==> config.mk <==
export PLATFORM = sky130hd
export DESIGN_NAME = pdmmi_top
export DESIGN_NICKNAME = d
export VERILOG_FILES = /design/src/shared/pdmmi_pkg.sv /design/src/design/pdmmi_sync.sv /design/src/design/pdmmi_fifo.sv /design/src/design/pdmmi_top.sv
export SDC_FILE = /design/constraint.sdc
export NUM_CORES = 1
export LEC_CHECK = 0
export BUFFER_PORTS_ARGS = -buffer_cell sky130_fd_sc_hd__buf_4
export CAP_MARGIN = 20
export CORE_MARGIN = 2
export CORE_UTILIZATION = 35
export DETAILED_ROUTE_END_ITERATION = 10
export GPL_ROUTABILITY_DRIVEN = 0
export SYNTH_ARGS = -nofsm -noshare
export SYNTH_HDL_FRONTEND = slang
export SYNTH_SLANG_ARGS = --single-unit
==> constraint.sdc <==
create_clock -name I_CORE_CLK -period 3.7 [get_ports I_CORE_CLK]
set_input_delay 0.74 -clock I_CORE_CLK [delete_from_list [all_inputs] [get_ports I_CORE_CLK]]
set_output_delay 0.74 -clock I_CORE_CLK [all_outputs]
set_load 0.02 [all_outputs]
==> src/shared/pdmmi_pkg.sv <==
// Constants of the digital microphone input block: register indices,
// field positions, reset values and mode codes.
// Assumes a 32-bit APB register bus with byte address = 4 * index.
package pdmmi_pkg;

  // Register indices; the byte address is four times the index
  localparam logic [7:0] IDX_MODE = 8'h6b;    // Oversampling select, index 107
  localparam logic [7:0] IDX_EDGE = 8'h19;    // Latching edge select, index 25
  localparam logic [7:0] IDX_CLKDIV = 8'h40;  // Mic clock half period
  localparam logic [7:0] IDX_STATUS = 8'h41;  // Block state

  // Field positions
  localparam int unsigned FLD_LO = 4;         // Both config fields sit at D5-D4
  localparam int unsigned ST_EN_BIT = 0;
  localparam int unsigned ST_OVF_BIT = 1;
  localparam int unsigned ST_CNT_LO = 4;

  // Oversampling select codes; zero switches the mic mode off
  localparam logic [1:0] OSR_OFF = 2'h0;
  localparam logic [1:0] OSR_128 = 2'h1;
  localparam logic [1:0] OSR_64 = 2'h2;
  localparam logic [1:0] OSR_32 = 2'h3;

  // Latching edge codes
  localparam logic [1:0] EDGE_BOTH = 2'h0;
  localparam logic [1:0] EDGE_RISE = 2'h1;
  localparam logic [1:0] EDGE_FALL = 2'h2;

  // Values after reset
  localparam logic [1:0] MODE_RST = 2'h0;
  localparam logic [1:0] EDGE_RST = 2'h0;
  localparam logic [7:0] CLKDIV_RST = 8'h0c;  // 12 core cycles per half period

  // Stream shape
  localparam int unsigned SMP_W = 8;          // Ones count per channel, up to 128
  localparam int unsigned FIFO_DEPTH = 8;
  localparam int unsigned SYNC_LAT = 2;       // Cycles through the pin synchroniser

endpackage

==> src/design/pdmmi_sync.sv <==
// Two-flop synchroniser for one asynchronous level.
// Assumes the input may change at any time relative to the clock.
`timescale 1ns/1ps
`default_nettype none
module pdmmi_sync (
  // Clock and reset
  input wire logic i_clk,
  input wire logic i_rst_b,
  // Level in and out
  input wire logic i_d,
  output logic o_q
);
  logic meta_ff;
  logic q_ff;

  // First stage is read only by the second
  always_ff @(posedge i_clk or negedge i_rst_b) begin
    if (!i_rst_b) begin
      meta_ff <= 1'b0;
      q_ff <= 1'b0;
    end else begin
      meta_ff <= i_d;
      q_ff <= meta_ff;
    end
  end

  assign o_q = q_ff;
endmodule // pdmmi_sync
`default_nettype wire

==> src/design/pdmmi_fifo.sv <==
// Flop-based FIFO with valid/ready on both sides and an occupancy count.
// Assumes a single clock; push and pop may happen in the same cycle.
`timescale 1ns/1ps
`default_nettype none
module pdmmi_fifo #(
  parameter int unsigned W = 16,
  parameter int unsigned DEPTH = 8
) (
  // Clock and reset
  input wire logic i_clk,
  input wire logic i_rst_b,
  // Fill side
  input wire logic i_in_valid,
  output logic o_in_ready,
  input wire logic [W-1:0] i_in_data,
  // Drain side
  output logic o_out_valid,
  input wire logic i_out_ready,
  output logic [W-1:0] o_out_data,
  // Occupancy
  output logic [$clog2(DEPTH):0] o_count
);
  localparam int unsigned AW = $clog2(DEPTH);

  logic [W-1:0] mem_ff [DEPTH];
  logic [AW-1:0] wr_ff, nxt_wr, rd_ff, nxt_rd;
  logic [AW:0] cnt_ff, nxt_cnt;
  logic push, pop;

  // Room while fewer than DEPTH words are held; an empty queue must accept
  assign o_in_ready = (32'(cnt_ff) < DEPTH);
  assign o_out_valid = (cnt_ff != '0);
  assign o_out_data = mem_ff[rd_ff];
  assign o_count = cnt_ff;
  assign push = i_in_valid && o_in_ready;
  assign pop = o_out_valid && i_out_ready;

  // Pointer and count update; wrap is explicit since depth need not be 2**AW
  always_comb begin
    nxt_wr = wr_ff;
    nxt_rd = rd_ff;
    nxt_cnt = cnt_ff;
    if (push) begin
      nxt_wr = (32'(wr_ff) == DEPTH - 1) ? '0 : wr_ff + 1'b1;
    end
    if (pop) begin
      nxt_rd = (32'(rd_ff) == DEPTH - 1) ? '0 : rd_ff + 1'b1;
    end
    if (push && !pop) begin
      nxt_cnt = cnt_ff + 1'b1;
    end else if (pop && !push) begin
      nxt_cnt = cnt_ff - 1'b1;
    end
  end

  always_ff @(posedge i_clk or negedge i_rst_b) begin
    if (!i_rst_b) begin
      wr_ff <= '0;
      rd_ff <= '0;
      cnt_ff <= '0;
    end else begin
      wr_ff <= nxt_wr;
      rd_ff <= nxt_rd;
      cnt_ff <= nxt_cnt;
    end
  end

  // Storage holds no reset; only written words are ever read
  always_ff @(posedge i_clk) begin
    if (push) begin
      mem_ff[wr_ff] <= i_in_data;
    end
  end
endmodule // pdmmi_fifo
`default_nettype wire

==> src/design/pdmmi_top.sv <==
// Digital microphone input: drives the oversampling clock, latches the
// shared data pin on rising (left) and falling (right) edges, decimates
// each bitstream and queues stereo samples for the audio serial path.
// Assumes an APB master on the core clock and a sample consumer with
// valid/ready on the same clock; the data pin is asynchronous.
//
// The APB slave port and the address map were decided locally.
`timescale 1ns/1ps
`default_nettype none
module pdmmi_top
  import pdmmi_pkg::*;
(
  // Clock and reset
  input wire logic I_CORE_CLK,
  input wire logic I_RST_B,
  // APB slave
  input wire logic I_PSEL,
  input wire logic I_PENABLE,
  input wire logic I_PWRITE,
  input wire logic [11:0] I_PADDR,
  input wire logic [31:0] I_PWDATA,
  output logic [31:0] O_PRDATA,
  output logic O_PREADY,
  output logic O_PSLVERR,
  // Microphone pins
  output logic O_MIC_CLK,
  output logic O_MIC_CLK_OE_B,
  input wire logic I_MIC_DATA,
  // Decimated samples toward the audio serial path
  output logic O_PCM_VALID,
  input wire logic I_PCM_READY,
  output logic [pdmmi_pkg::SMP_W-1:0] O_PCM_LEFT,
  output logic [pdmmi_pkg::SMP_W-1:0] O_PCM_RIGHT,
  // Converter input select: high while mics replace the analog inputs
  output logic O_ADC_SRC_MIC
);
  import pdmmi_pkg::*;

  // Register hit on an aligned word at byte address 4 * index
  function automatic logic reg_hit(input logic [11:0] addr, input logic [7:0] idx);
    reg_hit = (addr == {2'h0, idx, 2'h0});
  endfunction

  // Bits per frame minus one for an oversampling code
  function automatic logic [7:0] osr_last(input logic [1:0] sel);
    case (sel)
      OSR_128: osr_last = 8'h7f;
      OSR_64: osr_last = 8'h3f;
      default: osr_last = 8'h1f;
    endcase
  endfunction

  // Register state
  logic [1:0] osr_sel_ff, nxt_osr_sel;
  logic [1:0] edge_sel_ff, nxt_edge_sel;
  logic [7:0] clkdiv_ff, nxt_clkdiv;
  logic ovf_ff, nxt_ovf;
  logic [31:0] prdata_ff, nxt_prdata;
  logic pready_ff, nxt_pready;
  logic pslverr_ff, nxt_pslverr;
  logic mic_en, wr_acc, mapped;
  logic [$clog2(FIFO_DEPTH):0] fifo_cnt;

  assign mic_en = (osr_sel_ff != OSR_OFF);
  // A write lands only at the edge where pready is seen high
  assign wr_acc = I_PSEL && I_PENABLE && pready_ff && I_PWRITE;
  assign mapped = reg_hit(I_PADDR, IDX_MODE) || reg_hit(I_PADDR, IDX_EDGE) ||
                  reg_hit(I_PADDR, IDX_CLKDIV) || reg_hit(I_PADDR, IDX_STATUS);

  // Sample path state
  logic ovf_set;

  // APB decode: one wait state so read data comes from a flop
  always_comb begin
    nxt_osr_sel = osr_sel_ff;
    nxt_edge_sel = edge_sel_ff;
    nxt_clkdiv = clkdiv_ff;
    nxt_ovf = ovf_ff;
    nxt_pready = I_PSEL && I_PENABLE && !pready_ff;
    nxt_pslverr = I_PSEL && I_PENABLE && !pready_ff && !mapped;
    nxt_prdata = '0;
    if (wr_acc && reg_hit(I_PADDR, IDX_MODE)) begin
      nxt_osr_sel = I_PWDATA[FLD_LO +: 2];
    end
    if (wr_acc && reg_hit(I_PADDR, IDX_EDGE)) begin
      nxt_edge_sel = I_PWDATA[FLD_LO +: 2];
    end
    if (wr_acc && reg_hit(I_PADDR, IDX_CLKDIV) && I_PWDATA[7:0] != 8'h00) begin
      nxt_clkdiv = I_PWDATA[7:0]; // Zero would wrap the compare to 255, a 256-cycle half period
    end
    // Write one clears overflow, but a new overflow in that cycle wins
    if (wr_acc && reg_hit(I_PADDR, IDX_STATUS) && I_PWDATA[ST_OVF_BIT]) begin
      nxt_ovf = 1'b0;
    end
    if (ovf_set) begin
      nxt_ovf = 1'b1;
    end
    if (I_PSEL && I_PENABLE && !pready_ff && !I_PWRITE) begin
      if (reg_hit(I_PADDR, IDX_MODE)) begin
        nxt_prdata[FLD_LO +: 2] = osr_sel_ff;
      end else if (reg_hit(I_PADDR, IDX_EDGE)) begin
        nxt_prdata[FLD_LO +: 2] = edge_sel_ff;
      end else if (reg_hit(I_PADDR, IDX_CLKDIV)) begin
        nxt_prdata[7:0] = clkdiv_ff;
      end else if (reg_hit(I_PADDR, IDX_STATUS)) begin
        nxt_prdata[ST_EN_BIT] = mic_en;
        nxt_prdata[ST_OVF_BIT] = ovf_ff;
        nxt_prdata[ST_CNT_LO +: $clog2(FIFO_DEPTH) + 1] = fifo_cnt;
      end
    end
  end

  always_ff @(posedge I_CORE_CLK or negedge I_RST_B) begin
    if (!I_RST_B) begin
      osr_sel_ff <= MODE_RST;
      edge_sel_ff <= EDGE_RST;
      clkdiv_ff <= CLKDIV_RST;
      ovf_ff <= 1'b0;
      prdata_ff <= '0;
      pready_ff <= 1'b0;
      pslverr_ff <= 1'b0;
    end else begin
      osr_sel_ff <= nxt_osr_sel;
      edge_sel_ff <= nxt_edge_sel;
      clkdiv_ff <= nxt_clkdiv;
      ovf_ff <= nxt_ovf;
      prdata_ff <= nxt_prdata;
      pready_ff <= nxt_pready;
      pslverr_ff <= nxt_pslverr;
    end
  end

  // Clock divider state
  logic [7:0] div_cnt_ff, nxt_div_cnt;
  logic mclk_ff, nxt_mclk;
  logic oe_b_ff, nxt_oe_b;
  logic [SYNC_LAT-1:0] rise_dly_ff, nxt_rise_dly;
  logic [SYNC_LAT-1:0] fall_dly_ff, nxt_fall_dly;
  logic toggle;

  assign toggle = mic_en && (div_cnt_ff == clkdiv_ff - 8'h01);

  // Oversampling clock; edge marks are delayed to line up with the
  // synchronised data, which lags the pin by the same two cycles
  always_comb begin
    nxt_div_cnt = toggle ? 8'h00 : div_cnt_ff + 8'h01;
    nxt_mclk = toggle ? !mclk_ff : mclk_ff;
    nxt_oe_b = !mic_en;
    nxt_rise_dly = {rise_dly_ff[SYNC_LAT-2:0], toggle && !mclk_ff};
    nxt_fall_dly = {fall_dly_ff[SYNC_LAT-2:0], toggle && mclk_ff};
    if (!mic_en) begin
      nxt_div_cnt = 8'h00;
      nxt_mclk = 1'b0;
      nxt_rise_dly = '0;
      nxt_fall_dly = '0;
    end
  end

  always_ff @(posedge I_CORE_CLK or negedge I_RST_B) begin
    if (!I_RST_B) begin
      div_cnt_ff <= 8'h00;
      mclk_ff <= 1'b0;
      oe_b_ff <= 1'b1;
      rise_dly_ff <= '0;
      fall_dly_ff <= '0;
    end else begin
      div_cnt_ff <= nxt_div_cnt;
      mclk_ff <= nxt_mclk;
      oe_b_ff <= nxt_oe_b;
      rise_dly_ff <= nxt_rise_dly;
      fall_dly_ff <= nxt_fall_dly;
    end
  end

  // Data pin synchroniser
  logic mic_data_s;

  pdmmi_sync u_data_sync (
    .i_clk(I_CORE_CLK),
    .i_rst_b(I_RST_B),
    .i_d(I_MIC_DATA),
    .o_q(mic_data_s)
  );

  // Decimation state: a boxcar of ones per frame of osr clock periods
  logic [SMP_W-1:0] acc_l_ff, nxt_acc_l;
  logic [SMP_W-1:0] acc_r_ff, nxt_acc_r;
  logic [7:0] bit_cnt_ff, nxt_bit_cnt;
  logic left_on, right_on, rise_smp, fall_smp, frame_end;
  logic fifo_in_ready, fifo_out_valid, fifo_pop;
  logic [2*SMP_W-1:0] fifo_in_data, fifo_out_data;

  assign left_on = (edge_sel_ff != EDGE_FALL);
  assign right_on = (edge_sel_ff != EDGE_RISE);
  assign rise_smp = rise_dly_ff[SYNC_LAT-1];
  assign fall_smp = fall_dly_ff[SYNC_LAT-1];
  // A frame closes on the falling edge that ends its last clock period
  assign frame_end = fall_smp && (bit_cnt_ff == osr_last(osr_sel_ff));
  assign fifo_in_data = {acc_l_ff,
                         acc_r_ff + SMP_W'(right_on && mic_data_s)};
  // Mic cannot be stalled, so a full queue drops the frame and flags it
  assign ovf_set = frame_end && !fifo_in_ready;

  always_comb begin
    nxt_acc_l = acc_l_ff;
    nxt_acc_r = acc_r_ff;
    nxt_bit_cnt = bit_cnt_ff;
    if (rise_smp && left_on && mic_data_s) begin
      nxt_acc_l = acc_l_ff + 1'b1;
    end
    if (fall_smp && right_on && mic_data_s) begin
      nxt_acc_r = acc_r_ff + 1'b1;
    end
    if (fall_smp) begin
      nxt_bit_cnt = bit_cnt_ff + 8'h01;
    end
    if (frame_end) begin
      nxt_acc_l = '0;
      nxt_acc_r = '0;
      nxt_bit_cnt = 8'h00;
    end
    if (!mic_en) begin
      nxt_acc_l = '0;
      nxt_acc_r = '0;
      nxt_bit_cnt = 8'h00;
    end
  end

  always_ff @(posedge I_CORE_CLK or negedge I_RST_B) begin
    if (!I_RST_B) begin
      acc_l_ff <= '0;
      acc_r_ff <= '0;
      bit_cnt_ff <= 8'h00;
    end else begin
      acc_l_ff <= nxt_acc_l;
      acc_r_ff <= nxt_acc_r;
      bit_cnt_ff <= nxt_bit_cnt;
    end
  end

  pdmmi_fifo #(
    .W(2 * SMP_W),
    .DEPTH(FIFO_DEPTH)
  ) u_fifo (
    .i_clk(I_CORE_CLK),
    .i_rst_b(I_RST_B),
    .i_in_valid(frame_end),
    .o_in_ready(fifo_in_ready),
    .i_in_data(fifo_in_data),
    .o_out_valid(fifo_out_valid),
    .i_out_ready(fifo_pop),
    .o_out_data(fifo_out_data),
    .o_count(fifo_cnt)
  );

  // Output stage keeps sample ports on flops
  logic pcm_valid_ff, nxt_pcm_valid;
  logic [2*SMP_W-1:0] pcm_ff, nxt_pcm;
  logic src_mic_ff, nxt_src_mic;

  assign fifo_pop = fifo_out_valid && (!pcm_valid_ff || I_PCM_READY);

  always_comb begin
    nxt_pcm_valid = pcm_valid_ff;
    nxt_pcm = pcm_ff;
    nxt_src_mic = mic_en;
    if (fifo_pop) begin
      nxt_pcm_valid = 1'b1;
      nxt_pcm = fifo_out_data;
    end else if (I_PCM_READY) begin
      nxt_pcm_valid = 1'b0;
    end
  end

  always_ff @(posedge I_CORE_CLK or negedge I_RST_B) begin
    if (!I_RST_B) begin
      pcm_valid_ff <= 1'b0;
      pcm_ff <= '0;
      src_mic_ff <= 1'b0;
    end else begin
      pcm_valid_ff <= nxt_pcm_valid;
      pcm_ff <= nxt_pcm;
      src_mic_ff <= nxt_src_mic;
    end
  end

  // Port drive
  assign O_PRDATA = prdata_ff;
  assign O_PREADY = pready_ff;
  assign O_PSLVERR = pslverr_ff;
  assign O_MIC_CLK = mclk_ff;
  assign O_MIC_CLK_OE_B = oe_b_ff;
  assign O_PCM_VALID = pcm_valid_ff;
  assign O_PCM_LEFT = pcm_ff[2*SMP_W-1:SMP_W];
  assign O_PCM_RIGHT = pcm_ff[SMP_W-1:0];
  assign O_ADC_SRC_MIC = src_mic_ff;
endmodule // pdmmi_top
`default_nettype wire

## Word level (Yosys, flattened, before mapping)

Memory sizes are Yosys's and may differ from the RTL's. A register that Yosys moved wholly into a read port is not among the register bits.
Cells that the tools add are included.

- Logic and storage cells: 135
- Output and inout bits: 54
- Latch bits: 0
- Memory bits (writable): 128
- Flip-flop bits (word level): 75
- Input port bits: 51
- Memories: 1
- Memory bits (read-only): 0

Memories:

| name | words | bits a word | read ports | clocked after Yosys merged registers in | write ports | line | source |
|---|---|---|---|---|---|---|---|
| u_fifo.mem_ff | 8 | 16 | 1 | 1 | 1 | pdmmi_fifo.sv:25 | `logic [W-1:0] mem_ff [DEPTH];` |

- Magnitude comparators: 1
- Multiply operators: 0
- Reductions and logical operators: 47
- $add $sub $neg: 10
- Shift-type cells: 0
- Multiplexer cells: 38
- Divide/modulo/power cells: 0
- Eq/ne operators: 16
- Bitwise operators: 0

Operator list:

| operator | number |
|---|---|
| $mux W8 | 12 |
| $eq A12 B9 Y1 const B | 3 |
| $add A8 B1 Y8 const B | 4 |
| $logic_and A1 B1 Y1 | 27 |
| $mux W4 | 6 |
| $mux W2 | 9 |
| $eq A8 B8 Y1 | 2 |
| $pmux W7 S2 | 1 |
| $eq A12 B7 Y1 const B | 1 |
| $logic_not A1 Y1 | 10 |
| $ne A3 B1 Y1 const B | 3 |
| $add A8 B1 Y8 | 1 |
| $mux W1 | 8 |
| $reduce_bool A2 Y1 | 4 |
| $reduce_bool A8 Y1 | 1 |
| $sub A8 B1 Y8 const B | 1 |
| $add A3 B1 Y3 const B | 2 |
| $eq A3 B3 Y1 const B | 2 |
| $mux W3 | 2 |
| $add A4 B1 Y4 const B | 1 |
| $logic_or A1 B1 Y1 | 4 |
| $lt A4 B4 Y1 const B | 1 |
| $ne A2 B1 Y1 const B | 2 |
| $reduce_bool A4 Y1 | 1 |
| 4 further kinds | 4 |

## Logic depth before layout (Yosys ltp)

- Word-level depth: 9
- Gate-level depth with buffers: 14
- Mapped depth without buffers: 13

## Hierarchy

Synthesis repeated with hierarchy kept, for this count alone.

- Cell total of the unflattened synthesis: 631
- Area total of the unflattened synthesis: 9671.8 um^2

Modules (own cells, without submodules):

| module | cells an instance | area each (um^2) | instances | sequential area each (um^2) |
|---|---|---|---|---|
| pdmmi_fifo | 254 | 5587.9 | 1 | 4093.9 |
| pdmmi_top | 375 | 4033.9 | 1 | 1980.6 |
| pdmmi_sync | 2 | 50.0 | 1 | 50.0 |

## Worst setup path after synthesis

OpenSTA, ideal clock, no wires.

- Path kind: reg2reg
- Start: reg osr_sel_ff[0]
- End: mem u_fifo.mem_ff[0][0], enable pin
- Period minus slack after synthesis: 3285 ps
- Buffers on the path: 1
- Slack: 415 ps
- Stages on the path, launching flop included: 9
- Data required time: 3291 ps
- Library setup time: 409 ps
- Data arrival time: 2876 ps
- Cells stage by stage: dfrtp_1 inv_1 ha_1 xor2_1 nor4b_1 nor2b_1 clkbuf_1 nand2b_1 nor3_1

- Longest elaborated chain between the ends: 7
- Elaborated cells on any way between the ends: 8
- Those cells by class: 3 x eq/ne; 3 x mux; 2 x reduce/logical

RTL lines:

| item | line | source |
|---|---|---|
| start, declared | pdmmi_top.sv:54 | `logic [1:0] osr_sel_ff, nxt_osr_sel;` |
| start signal, assigned | pdmmi_top.sv:123 | `osr_sel_ff <= nxt_osr_sel;` |
| $eq A2 B2 Y1 or $eq A2 B1 Y1 (tied branches) | pdmmi_top.sv:46 | `case (sel)` |
| $pmux W7 S2 (*) | pdmmi_top.sv:46 |  |
| $eq A8 B8 Y1 (*) | pdmmi_top.sv:198 | `assign frame_end = fall_smp && (bit_cnt_ff == osr_last(osr_sel_ff));` |
| $logic_and A1 B1 Y1 (*) | pdmmi_top.sv:198 |  |
| $logic_and A1 B1 Y1 (*) | pdmmi_fifo.sv:35 | `assign push = i_in_valid && o_in_ready;` |
| named net u_fifo.push | pdmmi_fifo.sv:28 | `logic push, pop;` |
| $mux W1 (*) | pdmmi_fifo.sv:70 | `if (push) begin` |
| $mux W1 (implied by the code) (*) | pdmmi_fifo.sv:71 | `mem_ff[wr_ff] <= i_in_data;` |
| end, declared | pdmmi_fifo.sv:25 |  |

Mark *: on every way through the listed nets, which the timed path passes. The rest lies on a longest branch.

## Worst setup path after layout

- Start: reg osr_sel_ff[0]
- End: reg u_fifo.cnt_ff[3], in the netlist u_fifo.o_count[3]

- Longest elaborated chain between the ends: 8
- Elaborated cells on any way between the ends: 11
- Those cells by class: 3 x eq/ne; 2 x mux; 6 x reduce/logical

RTL lines:

| item | line | source |
|---|---|---|
| $eq A2 B2 Y1 or $eq A2 B1 Y1 (tied branches) | pdmmi_top.sv:46 |  |
| $pmux W7 S2 (*) | pdmmi_top.sv:46 |  |
| $eq A8 B8 Y1 (*) | pdmmi_top.sv:198 |  |
| $logic_and A1 B1 Y1 (*) | pdmmi_top.sv:198 |  |
| $logic_and A1 B1 Y1 (*) | pdmmi_fifo.sv:35 |  |
| $logic_not A1 Y1 | pdmmi_fifo.sv:51 | `end else if (pop && !push) begin` |
| $logic_and A1 B1 Y1 | pdmmi_fifo.sv:51 |  |
| $reduce_bool A2 Y1 (no line) | -- |  |
| end signal, assigned | pdmmi_fifo.sv:64 | `cnt_ff <= nxt_cnt;` |
| end, declared | pdmmi_fifo.sv:27 | `logic [AW:0] cnt_ff, nxt_cnt;` |

Every way passes the cells marked *; elsewhere a longest branch is shown, timed or not.
A chain may end at the register's enable or synchronous reset.

==> impl_metrics.py <==
metrics = {
    "critical_path": {
        "rrSetupSlack_ns": 0.70,
        "cp_data_arrival_time_ns": 3.40,
        "timing.rr.start": "osr_sel_ff[0]$_DFFE_PN0P_",
        "cp-start-kind": "register",
        "cp.required_ns": 4.09,
        "cp-end-kind": "register",
        "critPathKind": "register to register",
        "reg2reg_depth": 15,
        "crit_fanout": 7,
        "timing.rr.end": "u_fifo.o_count[3]$_DFFE_PN0P_",
    },
    "synthesis": {
        "yosys.area.top_type": "edfxtp_1",
        "async_flop_share_pct": 41.6,
        "ys_types": 51,
        "synth_edf_count": 128,
        "synthTopCellsByArea": "edfxtp_1, dfrtp_1, mux4_2, mux2i_1, nor2_1",
        "syn_area_per_cell_um2": 14.7,
        "synthTopCellsByCount": "edfxtp_1, dfrtp_1, nor2_1, mux4_2, nand2_1",
        "netlist_area_um2": 9410,
        "yosys_warnings": 0,
        "yosysMostFrequentCell": "edfxtp_1",
        "synth_top_area_share_pct": 40.9,
        "ys_dominant_reg_cell": "edfxtp_1",
        "synth-seq-area-share_pct": 65.1,
        "ys_seq_elements": 219,
        "synthCells": 641,
    },
    "detailed_routing": {
        "drtAntennaViolNets": 0,
        "viasPerCell": 4.82,
        "wl_um": 17800,
        "wl_per_cell_um": 16.5,
        "drc": 0,
        "firstDrtPassIters": 4,
        "via_count": 5190,
        "drtIter0Drc": 297,
    },
    "floorplan": {
        "die_h_um": 168,
        "start_util_pct": 35.3,
        "row_count": 60,
        "die_area_um2": 28200,
        "io_pins": 105,
        "core_area_um2": 26700,
        "dieWidth_um": 168,
    },
    "job": {
        "drv_cap": 0,
    },
    "global_route": {
        "grt_use_total_pct": 12.9,
        "antenna_found_initial": 0,
        "grt_max_degree": 48,
        "grt_pass1_vias": 5252,
        "grt_overflow": 0,
        "grt_pass1_wl_um": 29100,
    },
    "pwr": {
        "clkPwrFrac_pct": 39.3,
        "seq_power_share_pct": 49.4,
        "netSwitchingPower_mw": 1.43,
        "vdd_drop_max_uv": 254,
        "pwr-share-comb_pct": 11.3,
        "internal-power_mw": 4.25,
        "p_leak_nw": 3.91,
        "pwr_density_cell_nw_per_um2": 518,
        "p_sw_share_pct": 25.2,
    },
    "timing": {
        "rsz0062_at_grt": "false",
        "tns_ns": 0,
        "finalClockSkew_ns": 0.0158,
        "clock.fmax_mhz": 333,
        "finalMaxSlewViolations": 0,
        "worst_pin_slew_ns": 0.836,
        "period_share_pct": 81.2,
        "relSlewSlack_pct": 44.3,
        "fin_crit_ns": 3.00,
        "finalSetupViolCount": 0,
        "final-hold-violation-count": 0,
    },
    "placement": {
        "portBuffers": 56,
        "place_inst": 1032,
        "dpl.hpwl_um": 11200,
    },
    "status": {
        "outcome": "finished clean",
    },
    "layout": {
        "final_layout_size_suffix_gt1_share_pct": 23.5,
        "synthToLayoutAreaGrowth_pct": 16.5,
        "nets": 785,
        "antenna-diode-count": 0,
        "instances_no_fill": 1076,
    },
    "cts": {
        "cts_root_buffer": "clkbuf_16",
        "clock_latency_ns": 0.52,
        "hold_buffers": 0,
        "clock_path_buffers": 3,
        "cts.sinks": 219,
        "cts_setup_buffers": 0,
        "clkTransAtPathRegs_ns": 0.06,
        "cts-resized-gates": 0,
        "numCtsBuffers": 24,
        "cts_tree": "built",
        "cts_max_level": 1,
    },
    "min_path": {
        "holdCritPathClass": "input pin to async pin",
    },
}
stage by stage:
step	utilization, %	setup WS [ns]	hold WS (ns)	power [mW]	instance area, um^2
global placement	38.4	0.718	0.332	3.52	10200
CTS	41.1	0.669	0.282	5.76	11000
floorplan	-	0.415	0.331	3.32	9500
global route	41.1	0.381	0.309	5.91	11000
finish	41.1	0.696	0.274	5.68	11000
detailed placement	38.4	0.694	0.335	3.52	10200
sequential cells by signal, summed over array words and instances, names as in the netlist, 3 cells and up:
| register | count |
|---|---|
| u_fifo.mem_ff | 128 |
| pcm_ff | 16 |
| O_PRDATA | 8 |
| acc_l_ff | 8 |
| acc_r_ff | 8 |
| bit_cnt_ff | 8 |
| clkdiv_ff | 8 |
| div_cnt_ff | 8 |
| u_fifo.o_count | 4 |
| u_fifo.rd_ff | 3 |
| u_fifo.wr_ff | 3 |
kinds of logic after synthesis:
kind of cell,Yosys count,synth area share [%]
AOI/OAI and AO/OA,53,3.47
adders and majority gates,17,2.34
buffers and inverters,65,3.75
muxes,70,11.9
and+or+nand+nor,172,9.31
DFF,219,65.1
other,1,0.0399
xor gates and xnor gates,44,4.10
routing by layer:
| metal | vias to the layer above | track usage, % | share of wire [%] |
|---|---|---|---|
| met1 | 2601 | 17.9 | 47 |
| met2 | 92 | 21.2 | 47 |
| li1 | 2469 | - | - |
| met4 | 0 | 2.99 | 1.6 |
| met3 | 28 | 2.30 | 4.1 |
| met5 | - | 0 | 0 |
worst max-delay path: stages (launching register included):
cell     delay [ns]
dfrtp_1        0.37
inv_1          0.07
ha_1           0.30
xor2_1         0.16
nor4b_1        0.31
buf_4          0.18
nor2b_1        0.12
buf_4          0.15
ha_1           0.18
inv_1          0.09
ha_1           0.28
a21o_1         0.17
a21oi_1        0.16
xnor2_1        0.13
nor2_1         0.06
xor2_1         0.14
power groups by stage:
stage          clock [mW]  sequential, mW  combinational (mW)
2_1_floorplan           0            2.73               0.585
3_3_place_gp            0            2.86               0.653
3_5_place_dp            0            2.86               0.656
4_1_cts              2.29            2.81               0.658
5_1_grt              2.38            2.83               0.701
6_report             2.23            2.80               0.643
cells in the final DEF, fill, tap and decap left out, drive strengths merged, types with 12 or more instances in the layout:
| cell | synthesis | layout |
|---|---|---|
| a21oi | 24 | 24 |
| clkbuf | 19 | 30 |
| mux4 | 32 | 32 |
| buf | 31 | 77 |
| nor3 | 19 | 19 |
| edfxtp | 128 | 128 |
| ha | 16 | 16 |
| mux2 | 15 | 15 |
| dfrtp | 88 | 88 |
| nand3 | 12 | 12 |
| mux2i | 23 | 23 |
| conb | 1 | 24 |
| o21ai | 15 | 15 |
| xor2 | 22 | 22 |
| clkinv | 0 | 13 |
| xnor2 | 22 | 22 |
| nor2 | 59 | 59 |
| nand2 | 26 | 26 |
| inv | 15 | 15 |
worst max path at each step:
| stage | from | endpoint | slack [ns] | cells past startpoint |
|---|---|---|---|---|
| final | osr_sel_ff[0]$_DFFE_PN0P_ | u_fifo.o_count[3]$_DFFE_PN0P_ | 0.70 | 15 |
| after global routing | osr_sel_ff[0]$_DFFE_PN0P_ | u_fifo.o_count[3]$_DFFE_PN0P_ | 0.38 | 15 |
| after CTS | osr_sel_ff[0]$_DFFE_PN0P_ | u_fifo.o_count[3]$_DFFE_PN0P_ | 0.67 | 15 |
| after detailed placement | osr_sel_ff[0]$_DFFE_PN0P_ | u_fifo.o_count[3]$_DFFE_PN0P_ | 0.69 | 15 |
| after global placement | osr_sel_ff[0]$_DFFE_PN0P_ | u_fifo.o_count[3]$_DFFE_PN0P_ | 0.72 | 15 |
| after floorplan | osr_sel_ff[0]$_DFFE_PN0P_ | u_fifo.mem_ff[0][0]$_DFFE_PP_ | 0.42 | 8 |
area by class of cell:
cell class	instances	area [um^2]
timing repair buffer	77	578
fill	2470	15700
sequential	219	6130
clock buffer	30	633
tap	341	427
clock inverter	14	104
multi-input combinational	380	3040
inverter	15	56.3
No activity file was read; power rests on OpenSTA's default activity.
